File: src/pkg/adc_pwr_pkg.sv
// Purpose: shared constants and types for the converter power-state control block
// Assumes: 50 MHz system clock, APB register access, serial link sampled by system clock
// Notes:   offsets are byte addresses of 32-bit aligned words
package adc_pwr_pkg;

    // ----------------------------------------------------------------
    // register map
    // ----------------------------------------------------------------
    localparam logic [7:0] CTRL_OFFS     = 8'h00;
    localparam logic [7:0] STATUS_OFFS   = 8'h04;
    localparam logic [7:0] RESULT_OFFS   = 8'h08;
    localparam logic [7:0] IRQ_STAT_OFFS = 8'h0C;
    localparam logic [7:0] IRQ_EN_OFFS   = 8'h10;
    localparam logic [7:0] IRQ_CLR_OFFS  = 8'h14;
    localparam logic [7:0] SAMPLE_OFFS   = 8'h18;

    // ----------------------------------------------------------------
    // control byte fields, msb first; start bit at 7
    // ----------------------------------------------------------------
    localparam int PD_SEL_POS  = 1;
    localparam int CLK_SEL_POS = 0;

    // status / interrupt bits
    localparam int EV_CONV_DONE = 0;
    localparam int EV_WAKE      = 1;
    localparam int EV_ABORT     = 2;
    localparam int EV_SLEEP     = 3;
    localparam int EV_W         = 4;

    // ----------------------------------------------------------------
    // timing
    // ----------------------------------------------------------------
    localparam int CLK_HZ         = 50_000_000;
    localparam int CONV_TIME_NS   = 25_000;
    localparam int CONV_CYCLES    = (CONV_TIME_NS * (CLK_HZ / 1_000_000)) / 1_000;
    localparam int WAKE_TIME_NS   = 20_000;
    localparam int WAKE_CYCLES    = (WAKE_TIME_NS * (CLK_HZ / 1_000_000) + 999) / 1_000;
    localparam int CODE_STEP_UV   = 16_000;
    localparam int REF_UV         = 4_096_000;
    localparam int CODE_COUNT     = 256;

    // reset values
    localparam logic [7:0]      SAMPLE_RESET  = 8'h00;
    localparam logic [EV_W-1:0] IRQ_EN_RESET  = 4'h0;

    typedef enum logic [2:0] {
        PWR_OFF,
        PWR_IDLE,
        PWR_CONV,
        PWR_SLEEP
    } pwr_state_t;

    typedef enum logic [1:0] {
        REF_OFF,
        REF_ON
    } ref_state_t;

endpackage

File: src/pkg/link_if.sv
`timescale 1ns/1ns
// Purpose: carrier of synchronised serial link events between the front end and the core
// Assumes: all signals on the system clock
// Notes:   pulses are one system-clock cycle wide
interface link_if;
    logic       cs_low;
    logic       rise;
    logic       fall;
    logic       din;
    logic       byte_done;
    logic [7:0] ctrl_byte;
    logic       frame_start;
    logic       load;
    logic [7:0] load_data;

    modport front (
        output cs_low, rise, fall, din, byte_done, ctrl_byte, frame_start,
        input  load, load_data
    );
    modport core (
        input  cs_low, rise, fall, din, byte_done, ctrl_byte, frame_start,
        output load, load_data
    );
endinterface

File: src/core/link_front.sv
`timescale 1ns/1ns
// Purpose: synchronise the serial pins, find clock edges, frame control bytes, shift out data
// Assumes: serial clock well below a quarter of the system clock
// Notes:   data out changes on the serial clock falling edge, msb first
module link_front
    import adc_pwr_pkg::*;
(
    input  wire logic clk_in,
    input  wire logic srst_in,
    input  wire logic cs_n_in,
    input  wire logic sclk_in,
    input  wire logic din_in,
    output logic      dout_out,
    link_if.front     lk
);

    typedef struct packed {
        logic [1:0] cs_s;
        logic [1:0] ck_s;
        logic [1:0] di_s;
        logic       ck_d;
        logic       framing;
        logic [2:0] cnt;
        logic [7:0] sh_in;
        logic [7:0] sh_out;
        logic       dout;
        logic       rise;
        logic       fall;
        logic       din;
        logic       done;
        logic [7:0] ctrl;
        logic       cs_d;
        logic       fstart;
    } front_state_t;

    front_state_t s_reg;
    front_state_t s_next;

    always_comb begin
        s_next        = s_reg;
        s_next.cs_s   = {s_reg.cs_s[0], cs_n_in};
        s_next.ck_s   = {s_reg.ck_s[0], sclk_in};
        s_next.di_s   = {s_reg.di_s[0], din_in};
        s_next.ck_d   = s_reg.ck_s[1];
        s_next.cs_d   = s_reg.cs_s[1];
        s_next.rise   = !s_reg.cs_s[1] && s_reg.ck_s[1] && !s_reg.ck_d;
        s_next.fall   = !s_reg.cs_s[1] && !s_reg.ck_s[1] && s_reg.ck_d;
        s_next.din    = s_reg.di_s[1];
        s_next.done   = 1'b0;
        s_next.fstart = s_reg.cs_d && !s_reg.cs_s[1];
        if (s_reg.cs_s[1]) begin
            // chip select high discards partial bytes
            s_next.framing = 1'b0;
            s_next.cnt     = 3'd0;
        end else if (s_next.rise) begin
            if (!s_reg.framing) begin
                if (s_reg.di_s[1]) begin
                    s_next.framing = 1'b1;
                    s_next.cnt     = 3'd1;
                    s_next.sh_in   = 8'h01;
                end
            end else begin
                s_next.sh_in = {s_reg.sh_in[6:0], s_reg.di_s[1]};
                s_next.cnt   = s_reg.cnt + 3'd1;
                if (s_reg.cnt == 3'd7) begin
                    s_next.framing = 1'b0;
                    s_next.done    = 1'b1;
                    s_next.ctrl    = {s_reg.sh_in[6:0], s_reg.di_s[1]};
                end
            end
        end
        if (lk.load) begin
            s_next.sh_out = lk.load_data;
        end else if (s_next.fall) begin
            s_next.dout   = s_reg.sh_out[7];
            s_next.sh_out = {s_reg.sh_out[6:0], 1'b0};
        end
        if (srst_in) begin
            s_next = '0;
            s_next.cs_s = 2'b11;
            s_next.cs_d = 1'b1;
        end
    end

    always_ff @(posedge clk_in) begin
        s_reg <= s_next;
    end

    assign dout_out       = s_reg.dout;
    assign lk.cs_low      = !s_reg.cs_s[1];
    assign lk.rise        = s_reg.rise;
    assign lk.fall        = s_reg.fall;
    assign lk.din         = s_reg.din;
    assign lk.byte_done   = s_reg.done;
    assign lk.ctrl_byte   = s_reg.ctrl;
    assign lk.frame_start = s_reg.fstart;

    a_frame_start_bit: assert property (@(posedge clk_in) disable iff (srst_in)
        s_reg.done |-> s_reg.ctrl[7])
        else $error("control byte framed without start bit");

endmodule

File: src/core/sar_timer.sv
`timescale 1ns/1ns
// Purpose: internal conversion timer with abort
// Assumes: one start pulse per conversion
// Notes:   done is a one-cycle pulse; abort wins over completion
module sar_timer
    import adc_pwr_pkg::*;
#(
    parameter int CYCLES = CONV_CYCLES
) (
    input  wire logic clk_in,
    input  wire logic srst_in,
    input  wire logic start_in,
    input  wire logic abort_in,
    output logic      busy_out,
    output logic      done_out
);

    initial begin
        if (CYCLES < 2 || CYCLES > 65535) begin
            $error("sar_timer: CYCLES out of range");
        end
    end

    typedef struct packed {
        logic [15:0] cnt;
        logic        busy;
        logic        done;
    } timer_state_t;

    timer_state_t s_reg;
    timer_state_t s_next;

    always_comb begin
        s_next      = s_reg;
        s_next.done = 1'b0;
        if (abort_in) begin
            s_next.busy = 1'b0;
            s_next.cnt  = 16'h0000;
        end else if (start_in) begin
            s_next.busy = 1'b1;
            s_next.cnt  = 16'(CYCLES - 1);
        end else if (s_reg.busy) begin
            if (s_reg.cnt == 16'h0000) begin
                s_next.busy = 1'b0;
                s_next.done = 1'b1;
            end else begin
                s_next.cnt = s_reg.cnt - 16'h0001;
            end
        end
        if (srst_in) begin
            s_next = '0;
        end
    end

    always_ff @(posedge clk_in) begin
        s_reg <= s_next;
    end

    assign busy_out = s_reg.busy;
    assign done_out = s_reg.done;

    a_abort_no_done: assert property (@(posedge clk_in) disable iff (srst_in)
        abort_in |=> !done_out)
        else $error("conversion completed despite abort");

endmodule

File: src/core/adc_power_mode_control.sv
// Chosen here: the register offsets and the APB slave port.
`timescale 1ns/1ns
// Purpose: power-state control of a serial 8-bit converter, with apb status and interrupts
// Assumes: shutdown pin reported as two synchronised indications, low and floating
// Notes:   the analog result comes from the SAMPLE register as a stand-in code
module adc_power_mode_control
    import adc_pwr_pkg::*;
#(
    parameter int CONV_CYC = CONV_CYCLES,
    parameter int WAKE_CYC = WAKE_CYCLES
) (
    input  wire logic        CLOCK_IN,
    input  wire logic        SRST_IN,
    input  wire logic        PSEL_IN,
    input  wire logic        PENABLE_IN,
    input  wire logic        PWRITE_IN,
    input  wire logic [7:0]  PADDR_IN,
    input  wire logic [31:0] PWDATA_IN,
    output logic      [31:0] PRDATA_OUT,
    output logic             PREADY_OUT,
    output logic             PSLVERR_OUT,
    input  wire logic        CS_N_IN,
    input  wire logic        SCLK_IN,
    input  wire logic        DIN_IN,
    input  wire logic        HARD_SHUTDOWN_N_LOW_IN,
    input  wire logic        HARD_SHUTDOWN_N_FLOAT_IN,
    output logic             DOUT_OUT,
    output logic             DOUT_OE_OUT,
    output logic             STRB_OUT,
    output logic             STRB_OE_OUT,
    output logic             REF_EN_OUT,
    output logic             IRQ_OUT
);

    initial begin
        if (CONV_CYC < 2 || WAKE_CYC < 1) begin
            $error("adc_power_mode_control: cycle counts out of range");
        end
    end

    // ----------------------------------------------------------------
    // state
    // ----------------------------------------------------------------
    typedef struct packed {
        logic [1:0]      shl_s;
        logic [1:0]      shf_s;
        pwr_state_t      st;
        ref_state_t      refst;
        logic            int_clk;
        logic            pd_sel;
        logic            have_result;
        logic [7:0]      result;
        logic [7:0]      sample;
        logic [EV_W-1:0] irq_stat;
        logic [EV_W-1:0] irq_en;
        logic            strb;
        logic            strb_oe;
        logic            dout_oe;
        logic            ref_en;
        logic            irq;
        logic [31:0]     prdata;
        logic            pready;
        logic            pslverr;
        logic            load;
        logic [7:0]      load_data;
        logic            dout;
    } top_state_t;

    top_state_t s_reg;
    top_state_t s_next;

    link_if lk ();

    logic conv_start;
    logic conv_abort;
    logic conv_busy;
    logic conv_done;
    logic dout_w;

    link_front u_front (
        .clk_in  (CLOCK_IN),
        .srst_in (SRST_IN),
        .cs_n_in (CS_N_IN),
        .sclk_in (SCLK_IN),
        .din_in  (DIN_IN),
        .dout_out(dout_w),
        .lk      (lk)
    );

    sar_timer #(.CYCLES(CONV_CYC)) u_timer (
        .clk_in  (CLOCK_IN),
        .srst_in (SRST_IN),
        .start_in(conv_start),
        .abort_in(conv_abort),
        .busy_out(conv_busy),
        .done_out(conv_done)
    );

    // shutdown pin, two synchronised indications
    logic hard_shutdown_n_low;
    logic hard_shutdown_n_float;
    assign hard_shutdown_n_low   = s_reg.shl_s[1];
    assign hard_shutdown_n_float = s_reg.shf_s[1] && !s_reg.shl_s[1];

    // ----------------------------------------------------------------
    // conversion control
    // ----------------------------------------------------------------
    logic       apb_acc;
    logic       apb_wr;
    logic [EV_W-1:0] ev;
    logic [EV_W-1:0] clr;

    // pready is registered: one wait state, the answer stands one cycle
    assign apb_acc    = PSEL_IN && PENABLE_IN && !s_reg.pready;
    // writes land at the edge that sees pready high, not before
    assign apb_wr     = PSEL_IN && PENABLE_IN && PWRITE_IN && s_reg.pready;
    assign conv_start = lk.byte_done && !hard_shutdown_n_low;
    // a new byte also restarts a running conversion
    assign conv_abort = hard_shutdown_n_low && conv_busy;

    always_comb begin
        s_next           = s_reg;
        s_next.shl_s     = {s_reg.shl_s[0], HARD_SHUTDOWN_N_LOW_IN};
        s_next.shf_s     = {s_reg.shf_s[0], HARD_SHUTDOWN_N_FLOAT_IN};
        s_next.load      = 1'b0;
        s_next.pready    = 1'b0;
        s_next.pslverr   = 1'b0;
        ev               = '0;
        clr              = '0;

        // mode and reference from the pin
        // reference follows the pin only; it is off in hard shutdown
        s_next.refst  = hard_shutdown_n_float ? REF_ON : REF_OFF;
        s_next.ref_en = s_next.refst == REF_ON;

        case (s_reg.st)
            PWR_OFF: begin
                if (!hard_shutdown_n_low) begin
                    s_next.st      = PWR_IDLE;
                    s_next.int_clk = 1'b1;
                    s_next.strb    = 1'b1;
                end
            end
            PWR_IDLE, PWR_SLEEP: begin
                if (lk.byte_done) begin
                    if (s_reg.st == PWR_SLEEP) begin
                        ev[EV_WAKE] = 1'b1;
                    end
                    s_next.pd_sel   = lk.ctrl_byte[PD_SEL_POS];
                    s_next.int_clk  = lk.ctrl_byte[CLK_SEL_POS];
                    s_next.st       = PWR_CONV;
                    s_next.strb     = !lk.ctrl_byte[CLK_SEL_POS];
                end
            end
            PWR_CONV: begin
                if (lk.byte_done) begin
                    s_next.pd_sel  = lk.ctrl_byte[PD_SEL_POS];
                    s_next.int_clk = lk.ctrl_byte[CLK_SEL_POS];
                    s_next.strb    = !lk.ctrl_byte[CLK_SEL_POS];
                end else if (conv_done) begin
                    s_next.result      = s_reg.sample;
                    s_next.have_result = 1'b1;
                    s_next.load        = 1'b1;
                    s_next.load_data   = s_reg.sample;
                    s_next.strb        = 1'b1;
                    ev[EV_CONV_DONE]   = 1'b1;
                    if (s_reg.pd_sel) begin
                        s_next.st = PWR_IDLE;
                    end else begin
                        s_next.st   = PWR_SLEEP;
                        ev[EV_SLEEP] = 1'b1;
                    end
                end
            end
            default: begin
                s_next.st = PWR_OFF;
            end
        endcase

        // shutdown low takes precedence over every state
        if (hard_shutdown_n_low) begin
            if (s_reg.st == PWR_CONV) begin
                ev[EV_ABORT] = 1'b1;
            end
            s_next.st   = PWR_OFF;
            s_next.strb = 1'b0;
        end

        // interface outputs; internal mode keeps the strobe driven outside PWR_OFF
        s_next.dout_oe = lk.cs_low && s_next.st != PWR_OFF;
        s_next.strb_oe = s_next.st != PWR_OFF && (s_next.int_clk || lk.cs_low);
        // without a result the shifter stays loaded with zeros
        if (lk.frame_start && !s_reg.have_result) begin
            s_next.load      = 1'b1;
            s_next.load_data = 8'h00;
        end

        // ----------------------------------------------------------------
        // apb slave
        // ----------------------------------------------------------------
        if (apb_acc) begin
            s_next.pready = 1'b1;
            s_next.prdata = 32'h0000_0000;
            case (PADDR_IN)
                CTRL_OFFS: begin
                    s_next.prdata = {30'h0000_0000, s_reg.pd_sel, s_reg.int_clk};
                end
                STATUS_OFFS: begin
                    s_next.prdata = {26'h0000_000, s_reg.ref_en, hard_shutdown_n_low,
                                     s_reg.have_result, conv_busy, s_reg.st[1:0]};
                end
                RESULT_OFFS: begin
                    s_next.prdata = {24'h00_0000, s_reg.result};
                end
                IRQ_STAT_OFFS: begin
                    s_next.prdata = {28'h000_0000, s_reg.irq_stat};
                end
                IRQ_EN_OFFS: begin
                    s_next.prdata = {28'h000_0000, s_reg.irq_en};
                end
                IRQ_CLR_OFFS: begin
                    // write-only, reads as zero
                end
                SAMPLE_OFFS: begin
                    s_next.prdata = {24'h00_0000, s_reg.sample};
                end
                default: begin
                    s_next.pslverr = 1'b1;
                end
            endcase
        end

        // ----------------------------------------------------------------
        // register writes
        // ----------------------------------------------------------------
        if (apb_wr) begin
            case (PADDR_IN)
                IRQ_EN_OFFS: begin
                    s_next.irq_en = PWDATA_IN[EV_W-1:0];
                end
                IRQ_CLR_OFFS: begin
                    clr = PWDATA_IN[EV_W-1:0];
                end
                SAMPLE_OFFS: begin
                    s_next.sample = PWDATA_IN[7:0];
                end
                default: begin
                    clr = '0;
                end
            endcase
        end

        // set wins over clear
        s_next.irq_stat = (s_reg.irq_stat & ~clr) | ev;
        s_next.irq      = |(s_next.irq_stat & s_next.irq_en);
        // dout re-registered so the pin leaves a flop of this module
        s_next.dout     = dout_w;

        if (SRST_IN) begin
            s_next        = '0;
            s_next.st     = PWR_OFF;
            s_next.refst  = REF_OFF;
            s_next.sample = SAMPLE_RESET;
            s_next.irq_en = IRQ_EN_RESET;
        end
    end

    always_ff @(posedge CLOCK_IN) begin
        s_reg <= s_next;
    end

    assign lk.load      = s_reg.load;
    assign lk.load_data = s_reg.load_data;

    assign PRDATA_OUT  = s_reg.prdata;
    assign PREADY_OUT  = s_reg.pready;
    assign PSLVERR_OUT = s_reg.pslverr;
    assign DOUT_OUT    = s_reg.dout;
    assign DOUT_OE_OUT = s_reg.dout_oe;
    assign STRB_OUT    = s_reg.strb;
    assign STRB_OE_OUT = s_reg.strb_oe;
    assign REF_EN_OUT  = s_reg.ref_en;
    assign IRQ_OUT     = s_reg.irq;

    // ----------------------------------------------------------------
    // checks
    // ----------------------------------------------------------------
    a_powerup_strobe: assert property (@(posedge CLOCK_IN) disable iff (SRST_IN)
        (s_reg.st == PWR_OFF && !hard_shutdown_n_low) |=> (s_reg.strb && s_reg.int_clk))
        else $error("power-up did not raise strobe in internal mode");
    a_hard_shutdown_n_override: assert property (@(posedge CLOCK_IN) disable iff (SRST_IN)
        hard_shutdown_n_low |=> (s_reg.st == PWR_OFF && !conv_busy))
        else $error("shutdown low did not force power-off");
    a_strobe_low_conv: assert property (@(posedge CLOCK_IN) disable iff (SRST_IN)
        (s_reg.st == PWR_CONV && s_reg.int_clk && !$past(lk.byte_done)) |-> !s_reg.strb)
        else $error("strobe high during internal conversion");
    a_sleep_after: assert property (@(posedge CLOCK_IN) disable iff (SRST_IN)
        (conv_done && s_reg.st == PWR_CONV && !lk.byte_done && !hard_shutdown_n_low)
        |=> (s_reg.st == ($past(s_reg.pd_sel) ? PWR_IDLE : PWR_SLEEP)))
        else $error("wrong power state after conversion");
    a_ref_decode: assert property (@(posedge CLOCK_IN) disable iff (SRST_IN)
        ##1 (REF_EN_OUT == $past(hard_shutdown_n_float)))
        else $error("reference enable mismatch");
    a_zero_before: assert property (@(posedge CLOCK_IN) disable iff (SRST_IN)
        !s_reg.have_result |-> (s_reg.result == 8'h00))
        else $error("result present before first conversion");
    a_wake_start: assert property (@(posedge CLOCK_IN) disable iff (SRST_IN)
        (s_reg.st == PWR_SLEEP && lk.byte_done && !hard_shutdown_n_low) |=> s_reg.st == PWR_CONV)
        else $error("no wake on start bit");
    a_irq_level: assert property (@(posedge CLOCK_IN) disable iff (SRST_IN)
        (s_reg.irq_stat & s_reg.irq_en) != 0 |-> ##[0:1] IRQ_OUT)
        else $error("interrupt not raised");
    a_wake_event: assert property (@(posedge CLOCK_IN) disable iff (SRST_IN)
        (s_reg.st == PWR_SLEEP && lk.byte_done && !hard_shutdown_n_low) |=> s_reg.irq_stat[EV_WAKE])
        else $error("wake event not recorded");
    a_abort_event: assert property (@(posedge CLOCK_IN) disable iff (SRST_IN)
        (s_reg.st == PWR_CONV && hard_shutdown_n_low) |=> s_reg.irq_stat[EV_ABORT])
        else $error("abort event not recorded");
    a_sleep_readout: assert property (@(posedge CLOCK_IN) disable iff (SRST_IN)
        (s_reg.st == PWR_SLEEP && lk.cs_low && !hard_shutdown_n_low) |=> s_reg.dout_oe)
        else $error("serial output not driven in power-down");
    a_sleep_stays: assert property (@(posedge CLOCK_IN) disable iff (SRST_IN)
        (s_reg.st == PWR_SLEEP && !lk.byte_done && !hard_shutdown_n_low) |=> s_reg.st == PWR_SLEEP)
        else $error("left power-down without start bit");

endmodule

File: config.mk
export PLATFORM = sky130hd
export DESIGN_NAME = adc_power_mode_control
export DESIGN_NICKNAME = d
export VERILOG_FILES = /design/src/pkg/adc_pwr_pkg.sv /design/src/pkg/link_if.sv /design/src/core/link_front.sv /design/src/core/sar_timer.sv /design/src/core/adc_power_mode_control.sv
export SDC_FILE = /design/constraint.sdc
export NUM_CORES = 1
export LEC_CHECK = 0
export ABC_AREA = 1
export BUFFER_PORTS_ARGS = -buffer_cell sky130_fd_sc_hd__buf_2
export CELL_PAD_IN_SITES_DETAIL_PLACEMENT = 1
export CELL_PAD_IN_SITES_GLOBAL_PLACEMENT = 2
export CORE_MARGIN = 1
export CORE_UTILIZATION = 34
export CTS_CLUSTER_DIAMETER = 30
export DETAILED_ROUTE_END_ITERATION = 16
export MAX_ROUTING_LAYER = met4
export PLACE_DENSITY_LB_ADDON = 0.3
export SETUP_SLACK_MARGIN = 0.5
export SLEW_MARGIN = 0
export SYNTH_ARGS = -nofsm -noshare
export SYNTH_HDL_FRONTEND = slang
export SYNTH_SLANG_ARGS = --single-unit
File: constraint.sdc
create_clock -name CLOCK_IN -period 2.8 [get_ports CLOCK_IN]
set_clock_uncertainty 0.1 [all_clocks]
set_input_delay 0.14 -clock CLOCK_IN [delete_from_list [all_inputs] [get_ports CLOCK_IN]]
set_output_delay 0.14 -clock CLOCK_IN [all_outputs]
set_load 0.03 [all_outputs]
==> out/qor.yml, run 1 <==
critical_path:
  path_cells: "inv_1, ha_1, nand3_2, nor2_4, nand2_4, nand2_4, inv_6, nand2_1, o21ai_1, nor2_2"
  cp_common_cell: "nand2_4"
  required_ps: 2950
  ff2ff_setup_slack_ps: 990
  critPathCaptureType: "register"
  r2r_cells: 10
  critPathKind: "reg2reg"
  startpoint_type: "register"
  slowest_delay_ps: 390
  arrival_ps: 1960
  reg2reg_from: "u_timer.s_reg[2]"
  critical-path-slowest-cell: "dfxtp_1"
  r2r_end: "u_timer.s_reg[4]"
  path_max_fanout: 11
hold_path:
  min_to: "s_reg[64]"
  hp-start: "PWDATA_IN[7]"
  whs_path_depth: 3
  hp-class: "in2reg"
drt:
  drt_iter0_drc: 200
  vias: 4116
  top_layer: "met4"
  drcViolationCount: 0
  routed_wl_microns: 11930
  vias_per_cell: 4.646
  wl_met2_microns: 5864
  ant_nets: 0
  dr.pass1.iters: 4
  wl_per_cell_microns: 13.47
  wl_met3_microns: 339
  wl_met1_microns: 5595
logic_synthesis:
  ys_top_cells_by_area: "dfxtp_1, nand2_1, a21oi_1"
  syn_inst: 660
  yosysMostFrequentCell: "nand2_1"
  syn_area_sq_mm: 0.004865
  yosys_warnings: 0
  yosys.area.top_type: "dfxtp_1"
  ys_top_cells_by_count: "nand2_1, dfxtp_1, inv_1, a21oi_1, nor2_1"
  ys.flop_type: "dfxtp_1"
  yosysUniqueCellTypes: 40
  avgSynthCellArea_sq_um: 7.371
  synth_edf_count: 0
  synth_top_area_share_pct: 42.39
  ys_ff_latch: 103
  yosysSeqAreaShare_pct: 42.39
  async_reset_ff_share_pct: 0
cells_and_area:
  num_antenna_cells: 0
  area_growth_pct: 12.63
  multiInputGateArea_sq_mm: 0.002221
  regArea_sq_mm: 0.002062
  drive_gt1_share_pct: 15.01
  fillCellCount: 1787
  finalNetCount: 755
  largest_register_ff_count: 33
  final_cells: 886
place:
  io_buffers: 41
  dp_hpwl_microns: 8759
  finalWeightedCongestion: 0.7913
  dp.cells: 861
  dp_slack_ps: 982.4
grt:
  grt_max_degree: 52
  overflow: 0
  antenna_found_initial: 0
  grt_use_total_pct: 18.03
  first_global_vias: 4190
  grt_pass1_wl_microns: 20070
cts:
  cts_setup_buffers: 0
  cts_tree: "built"
  htreeDepth: 3
  cts_num_sinks: 103
  path_clk_slew_ps: 70
  clock_tree.root_cell: "clkbuf_16"
  clk_latency_ps: 350
  clock_path_buffers: 2
  cts_inserted_buffers: 9
  hold_buffers: 10
  cts_resized: 0
die:
  row_count: 43
  die_x_microns: 121.6
  core_sq_mm: 0.01393
  initial_core_util_pct: 34.91
  io_pins: 90
  die_y_microns: 121.6
  dieArea_sq_mm: 0.01479
timing:
  period_minus_slack_ps: 1810
  fin_crit_sh_pct: 64.63
  maxSlewHeadroom_pct: 60.98
  final_max_slew_viol_count: 0
  hold-worst-slack_ps: 22.10
  fmax_ghz: 0.5526
  setup_violations: 0
  worstMarginPinSlew_ps: 585.4
  rsz0062_at_grt: "no"
  hold_viol_final: 0
  fin_ws_ps: 990.4
  fin_setup_tns_ps: 0
power:
  leakage_nw: 2.408
  power_density_mw_per_mm2: 551.8
  ir_drop_v: 0.0003278
run:
  cap_violations: 0
status:
  status: "finished, final reports clean"
==> critical path: cells and delay by family, from the launching register on <==
kind	cells	cell delay, ps
buffers and inverters	2	230
AO/OA/AOI/OAI	1	150
adder cells (fa/ha/maj)	1	240
flip-flops	1	390
AND/OR/NAND/NOR	6	590
==> area by class of cell <==
cell class,instances,area share (%)
multi-input cells,447,40.53
flip-flops and latches,103,37.63
inverters,88,6.166
repair buffers,53,5.846
clock buffers,11,4.430
well taps,180,4.111
clock inverters,4,1.279
==> metal layers <==
metal / global-route usage, % / vias to the layer above
met3: 4.354 / 9
met4: 4.784 / 0
li1: - / 2119
met2: 30.97 / 57
met5: - / -
met1: 20.92 / 1931
==> cell families (layout without fill, tap and decap cells) <==
family	Yosys count	in the layout	synth area share, %
fa+ha+maj	3	3	0.7717
xor+xnor	5	5	0.9002
other cells	1	25	0.07709
flops	103	103	42.39
simple gates	305	305	29.35
buf+inv	134	156	13.81
compound gates	109	109	12.71
==> layout by cell type, fill, tap and decap left out, drive strengths merged <==
cell	instances
o21ai	30
clkbuf	11
nor3b	3
nor4	1
nor2	76
dfxtp	103
a21oi	63
o221ai	5
nand2	171
o211ai	3
nand4	7
a211oi	4
a311oi	2
xnor2	1
or2	2
nor3	11
ha	3
o2bb2ai	2
inv	88
bufinv	2
xor2	4
buf	43
clkinv	2
nand3	34
dlygate4sd3	10
conb	25
==> worst max-delay path by stage <==
stage / end / cells after the start / startpoint
2_1_floorplan: IRQ_OUT / 9 / PREADY_OUT
3_3_place_gp: u_timer.s_reg[4] / 10 / u_timer.s_reg[2]
6_report: u_timer.s_reg[4] / 10 / u_timer.s_reg[2]
5_1_grt: u_timer.s_reg[15] / 11 / u_timer.s_reg[2]
3_5_place_dp: u_timer.s_reg[4] / 10 / u_timer.s_reg[2]
4_1_cts: u_timer.s_reg[15] / 10 / u_timer.s_reg[2]
==> through the flow <==
step	utilization (%)	total power [mW]	instance area (sq um)
2_1_floorplan	-	1.677	4955
3_3_place_gp	36.36	1.703	5066
3_5_place_dp	36.36	1.706	5066
4_1_cts	39.32	3.078	5479
5_1_grt	39.32	3.154	5479
6_report	39.32	3.023	5479
==> report_power, final <==
group / total (mW) / switching, mW / internal (mW) / leakage (nW)
clock: 1.34 / 0.542 / 0.800 / 0.155
sequential: 1.49 / 0.0114 / 1.48 / 0.834
combinational: 0.189 / 0.139 / 0.0495 / 1.42
Note: power is estimated with default switching activity, not from simulation.
==> inputs of run 2 (changes only) <==
--- a/config.mk
+++ b/config.mk
@@ -5,12 +5,12 @@
 export SDC_FILE = /design/constraint.sdc
 export NUM_CORES = 1
 export LEC_CHECK = 0
-export ABC_AREA = 1
+export ABC_AREA = 0
 export BUFFER_PORTS_ARGS = -buffer_cell sky130_fd_sc_hd__buf_2
 export CELL_PAD_IN_SITES_DETAIL_PLACEMENT = 1
 export CELL_PAD_IN_SITES_GLOBAL_PLACEMENT = 2
 export CORE_MARGIN = 1
-export CORE_UTILIZATION = 34
+export CORE_UTILIZATION = 33
 export CTS_CLUSTER_DIAMETER = 30
 export DETAILED_ROUTE_END_ITERATION = 16
 export MAX_ROUTING_LAYER = met4
==> constraint.sdc (replaced) <==
create_clock -name CLOCK_IN -period 1.7 [get_ports CLOCK_IN]
set_clock_uncertainty 0.1 [all_clocks]
set_input_delay 0.085 -clock CLOCK_IN [delete_from_list [all_inputs] [get_ports CLOCK_IN]]
set_output_delay 0.085 -clock CLOCK_IN [all_outputs]
set_load 0.03 [all_outputs]
==> run 2 against run 1 <==
The flow now finishes with violations (setup timing). Critical path depth decreased by 2. Clock power up 64%. Area after synthesis decreased by 7.6%. Register-to-register slack worse by 1400 ps. Final cell count shrank 9.8%. Fmax shrank 13%. Cell area grew 22%. Synthesized cell count down 25%. Hold slack better by 60 ps. Sequential share of layout area shrank 6.1 points. Critical path type unchanged.
==> out/qor.yml, run 2 <==
drt:
  ant_nets: 0  # unchanged
  wl_per_cell_microns: 16.08  # +19%
  drt_iter0_drc: 148  # -26%
  dr.pass1.iters: 4  # unchanged
  drcViolationCount: 0  # unchanged
  routed_wl_microns: 12850  # +7.7%
  vias_per_cell: 4.836  # +4.1%
  vias: 3864  # -6.1%
logic_synthesis:
  yosysUniqueCellTypes: 51  # +28%
  synth_top_family_by_area: "simple AND/OR/NAND/NOR gates"
  synthXorXnorAreaFrac_pct: 2.534  # +1.6 points
  yosysSeqAreaShare_pct: 45.89  # +3.5 points
  syn_area_sq_mm: 0.004493  # -7.6%
  synth_top_area_share_pct: 45.89  # +3.5 points
  ys.flop_type: "dfxtp_1"
  async_reset_ff_share_pct: 0  # unchanged
  synth_mux_area_share_pct: 7.185  # +7.2 points
  yosysMostFrequentCell: "dfxtp_1"
  syn_inst: 493  # -25%
  synth_compound_area_share_pct: 14.23  # +1.5 points
  synthAdderAreaFrac_pct: 0.8354  # +0.064 points
  ys_top_cells_by_count: "dfxtp_1, nor2_1, a21oi_1, nand2_1, buf_4"
  ys_top_cells_by_area: "dfxtp_1, buf_4, nor2_1"
  synth_edf_count: 0  # unchanged
  yosys.area.top_type: "dfxtp_1"
  synth_simple_gate_area_share_pct: 20.52  # -8.8 points
  avgSynthCellArea_sq_um: 9.114  # +24%
  ys_ff_latch: 103  # unchanged
  yosys_warnings: 0  # unchanged
grt:
  overflow: 0  # unchanged
  grt_max_degree: 44  # -15%
  grt_pass1_wl_microns: 20330  # +1.3%
  grt_use_total_pct: 19.08  # +1.1 points
  first_global_vias: 4046  # -3.4%
  antenna_found_initial: 0  # unchanged
cells_and_area:
  finalNetCount: 671  # -11%
  drive_gt1_share_pct: 48.64  # +34 points
  final_common_cell: "dfxtp_1"
  final_cell_mix: "dfxtp_1, nor2_1, buf_4"
  largest_register_ff_count: 33  # unchanged
  fin_area_sq_mm: 0.006673  # +22%
  area_growth_pct: 48.51
  fillCellCount: 1500  # -16%
  num_antenna_cells: 0  # unchanged
die:
  row_count: 42  # -2.3%
  initial_core_util_pct: 33.93  # -0.98 points
  core_sq_mm: 0.01324  # -5.0%
  die_y_microns: 118.7  # -2.4%
  dieArea_sq_mm: 0.01409  # -4.8%
  die_x_microns: 118.7  # -2.4%
  io_pins: 90  # unchanged
timing:
  setup_violations: 21  # +21
  hold_viol_final: 0  # unchanged
  rsz0062_at_grt: "yes"
  maxSlewHeadroom_pct: 63.91  # +2.9 points
  worstMarginPinSlew_ps: 540.2  # -45.21 ps
  final_max_slew_viol_count: 0  # unchanged
  fin_setup_tns_ps: -5026  # -5026 ps
  fin_ws_ps: -368.1  # -1359 ps
  period_minus_slack_ps: 2068  # +258.5 ps
  fin_crit_sh_pct: 121.7  # +57 points
  fmax_ghz: 0.4835  # -13%
status:
  status: "complete, but fails checks"
  violations: "setup timing"
cts:
  clock_tree.root_cell: "clkbuf_16"
  clk_latency_ps: 360  # about the same
  cts_inserted_buffers: 9  # unchanged
  htreeDepth: 3  # unchanged
  clock_path_buffers: 2  # unchanged
  path_clk_slew_ps: 70  # about the same
  cts_num_sinks: 103  # unchanged
  cts_tree: "built"
place:
  place_area_sq_mm: 0.005224  # +3.1%
  io_buffers: 41  # unchanged
  dp_hpwl_microns: 8199  # -6.4%
  finalWeightedCongestion: 0.7910  # about the same
critical_path:
  required_ps: 1900  # -1050 ps
  startpoint_type: "register"
  critPathCaptureType: "register"
  path_delay_family: "simple AND/OR/NAND/NOR gates"
  slowest_delay_ps: 500  # +110 ps
  critical-path-slowest-cell: "or4b_4"
  path_max_fanout: 6  # -5
  cp_num_buf_inv: 2  # unchanged
  arrival_ps: 2270  # +310 ps
  critPathKind: "reg2reg"
  path_cells: "inv_2, ha_4, or4b_4, nor3_4, buf_4, a211oi_1, a21boi_1, o21ba_2"
hold_path:
  hp-class: "in2reg"
run:
  cap_violations: 0  # unchanged
power:
  ir_drop_v: 0.0005481  # +67%
  leakage_nw: 2.677  # +11%
  power_density_mw_per_mm2: 756.4  # +37%
## run 2: per-stage QoR
stage	hold WS, ps	power, mW	std cells	setup WS [ps]	utilization, %
finish	81.74	5.047	799	-368.1	50.39
floorplan	88.81	2.767	517	-246.4	-
CTS	50.51	5.075	780	-318.9	46.20
global route	88.19	5.246	799	-488.4	50.39
detailed placement	174.5	2.824	732	-333.4	39.45
global placement	174.7	2.818	732	-283.4	39.45
## run 2: timing repair
item,CTS,global route
hold buffers,13,0
endpoints found under the hold margin,16,0
endpoints found under the setup margin,81,83
pin swaps,32,60
resized for setup,86,108
setup buffers,15,19
gates cloned,4,0
## run 2: layout make-up
| cell class | count | area (sq um) | share of cell area [%] |
|---|---|---|---|
| clock buffer | 11 | 252.7 | 3.788 |
| clock inverter | 5 | 61.31 | 0.9188 |
| inverter | 8 | 37.54 | 0.5625 |
| multi-input combinational | 349 | 2786 | 41.76 |
| sequential | 103 | 2105 | 31.54 |
| tap | 176 | 220.2 | 3.300 |
| timing repair buffer | 147 | 1210 | 18.13 |
## run 2: power breakdown
part	switching, mW	internal, mW	total (mW)
Combinational	0.252	0.152	0.405
Sequential	0.0188	2.43	2.45
Clock	0.963	1.23	2.20
Total	1.23	3.81	5.05
## run 2: worst paths after layout
| kind | from | endpoint | slack [ps] | cells after the start |
|---|---|---|---|---|
| setup / recovery | u_timer.s_reg[3] | u_timer.s_reg[6] | -370 | 8 |
| hold / removal | SRST_IN | u_front.s_reg[1] | 80 | 2 |
| hold reg to reg | u_front.s_reg[40] | u_front.s_reg[41] | 320 | 1 |
| setup reg to reg | u_timer.s_reg[3] | u_timer.s_reg[6] | -370 | 8 |
## run 2: cell families after synthesis
logic type,after synthesis
and+or+nand+nor,181
DFF,103
AOI/OAI and AO/OA,96
buffers and inverters,67
muxes,29
xor gates and xnor gates,13
adders and majority gates,3
other,1
## run 2: worst register-to-register path, cell delays in order, from the launching register on
cell	delay (ps)
dfxtp_2	330
inv_2	70
ha_4	130
or4b_4	500
nor3_4	250
buf_4	180
a211oi_1	100
a21boi_1	190
o21ba_2	150
## run 2: metal layers
metal  GRT usage (%)  routed length (microns)
met4           8.307                      228
met5               -                        0
met3           3.909                      340
met1           21.67                     5643
met2           32.42                     6636
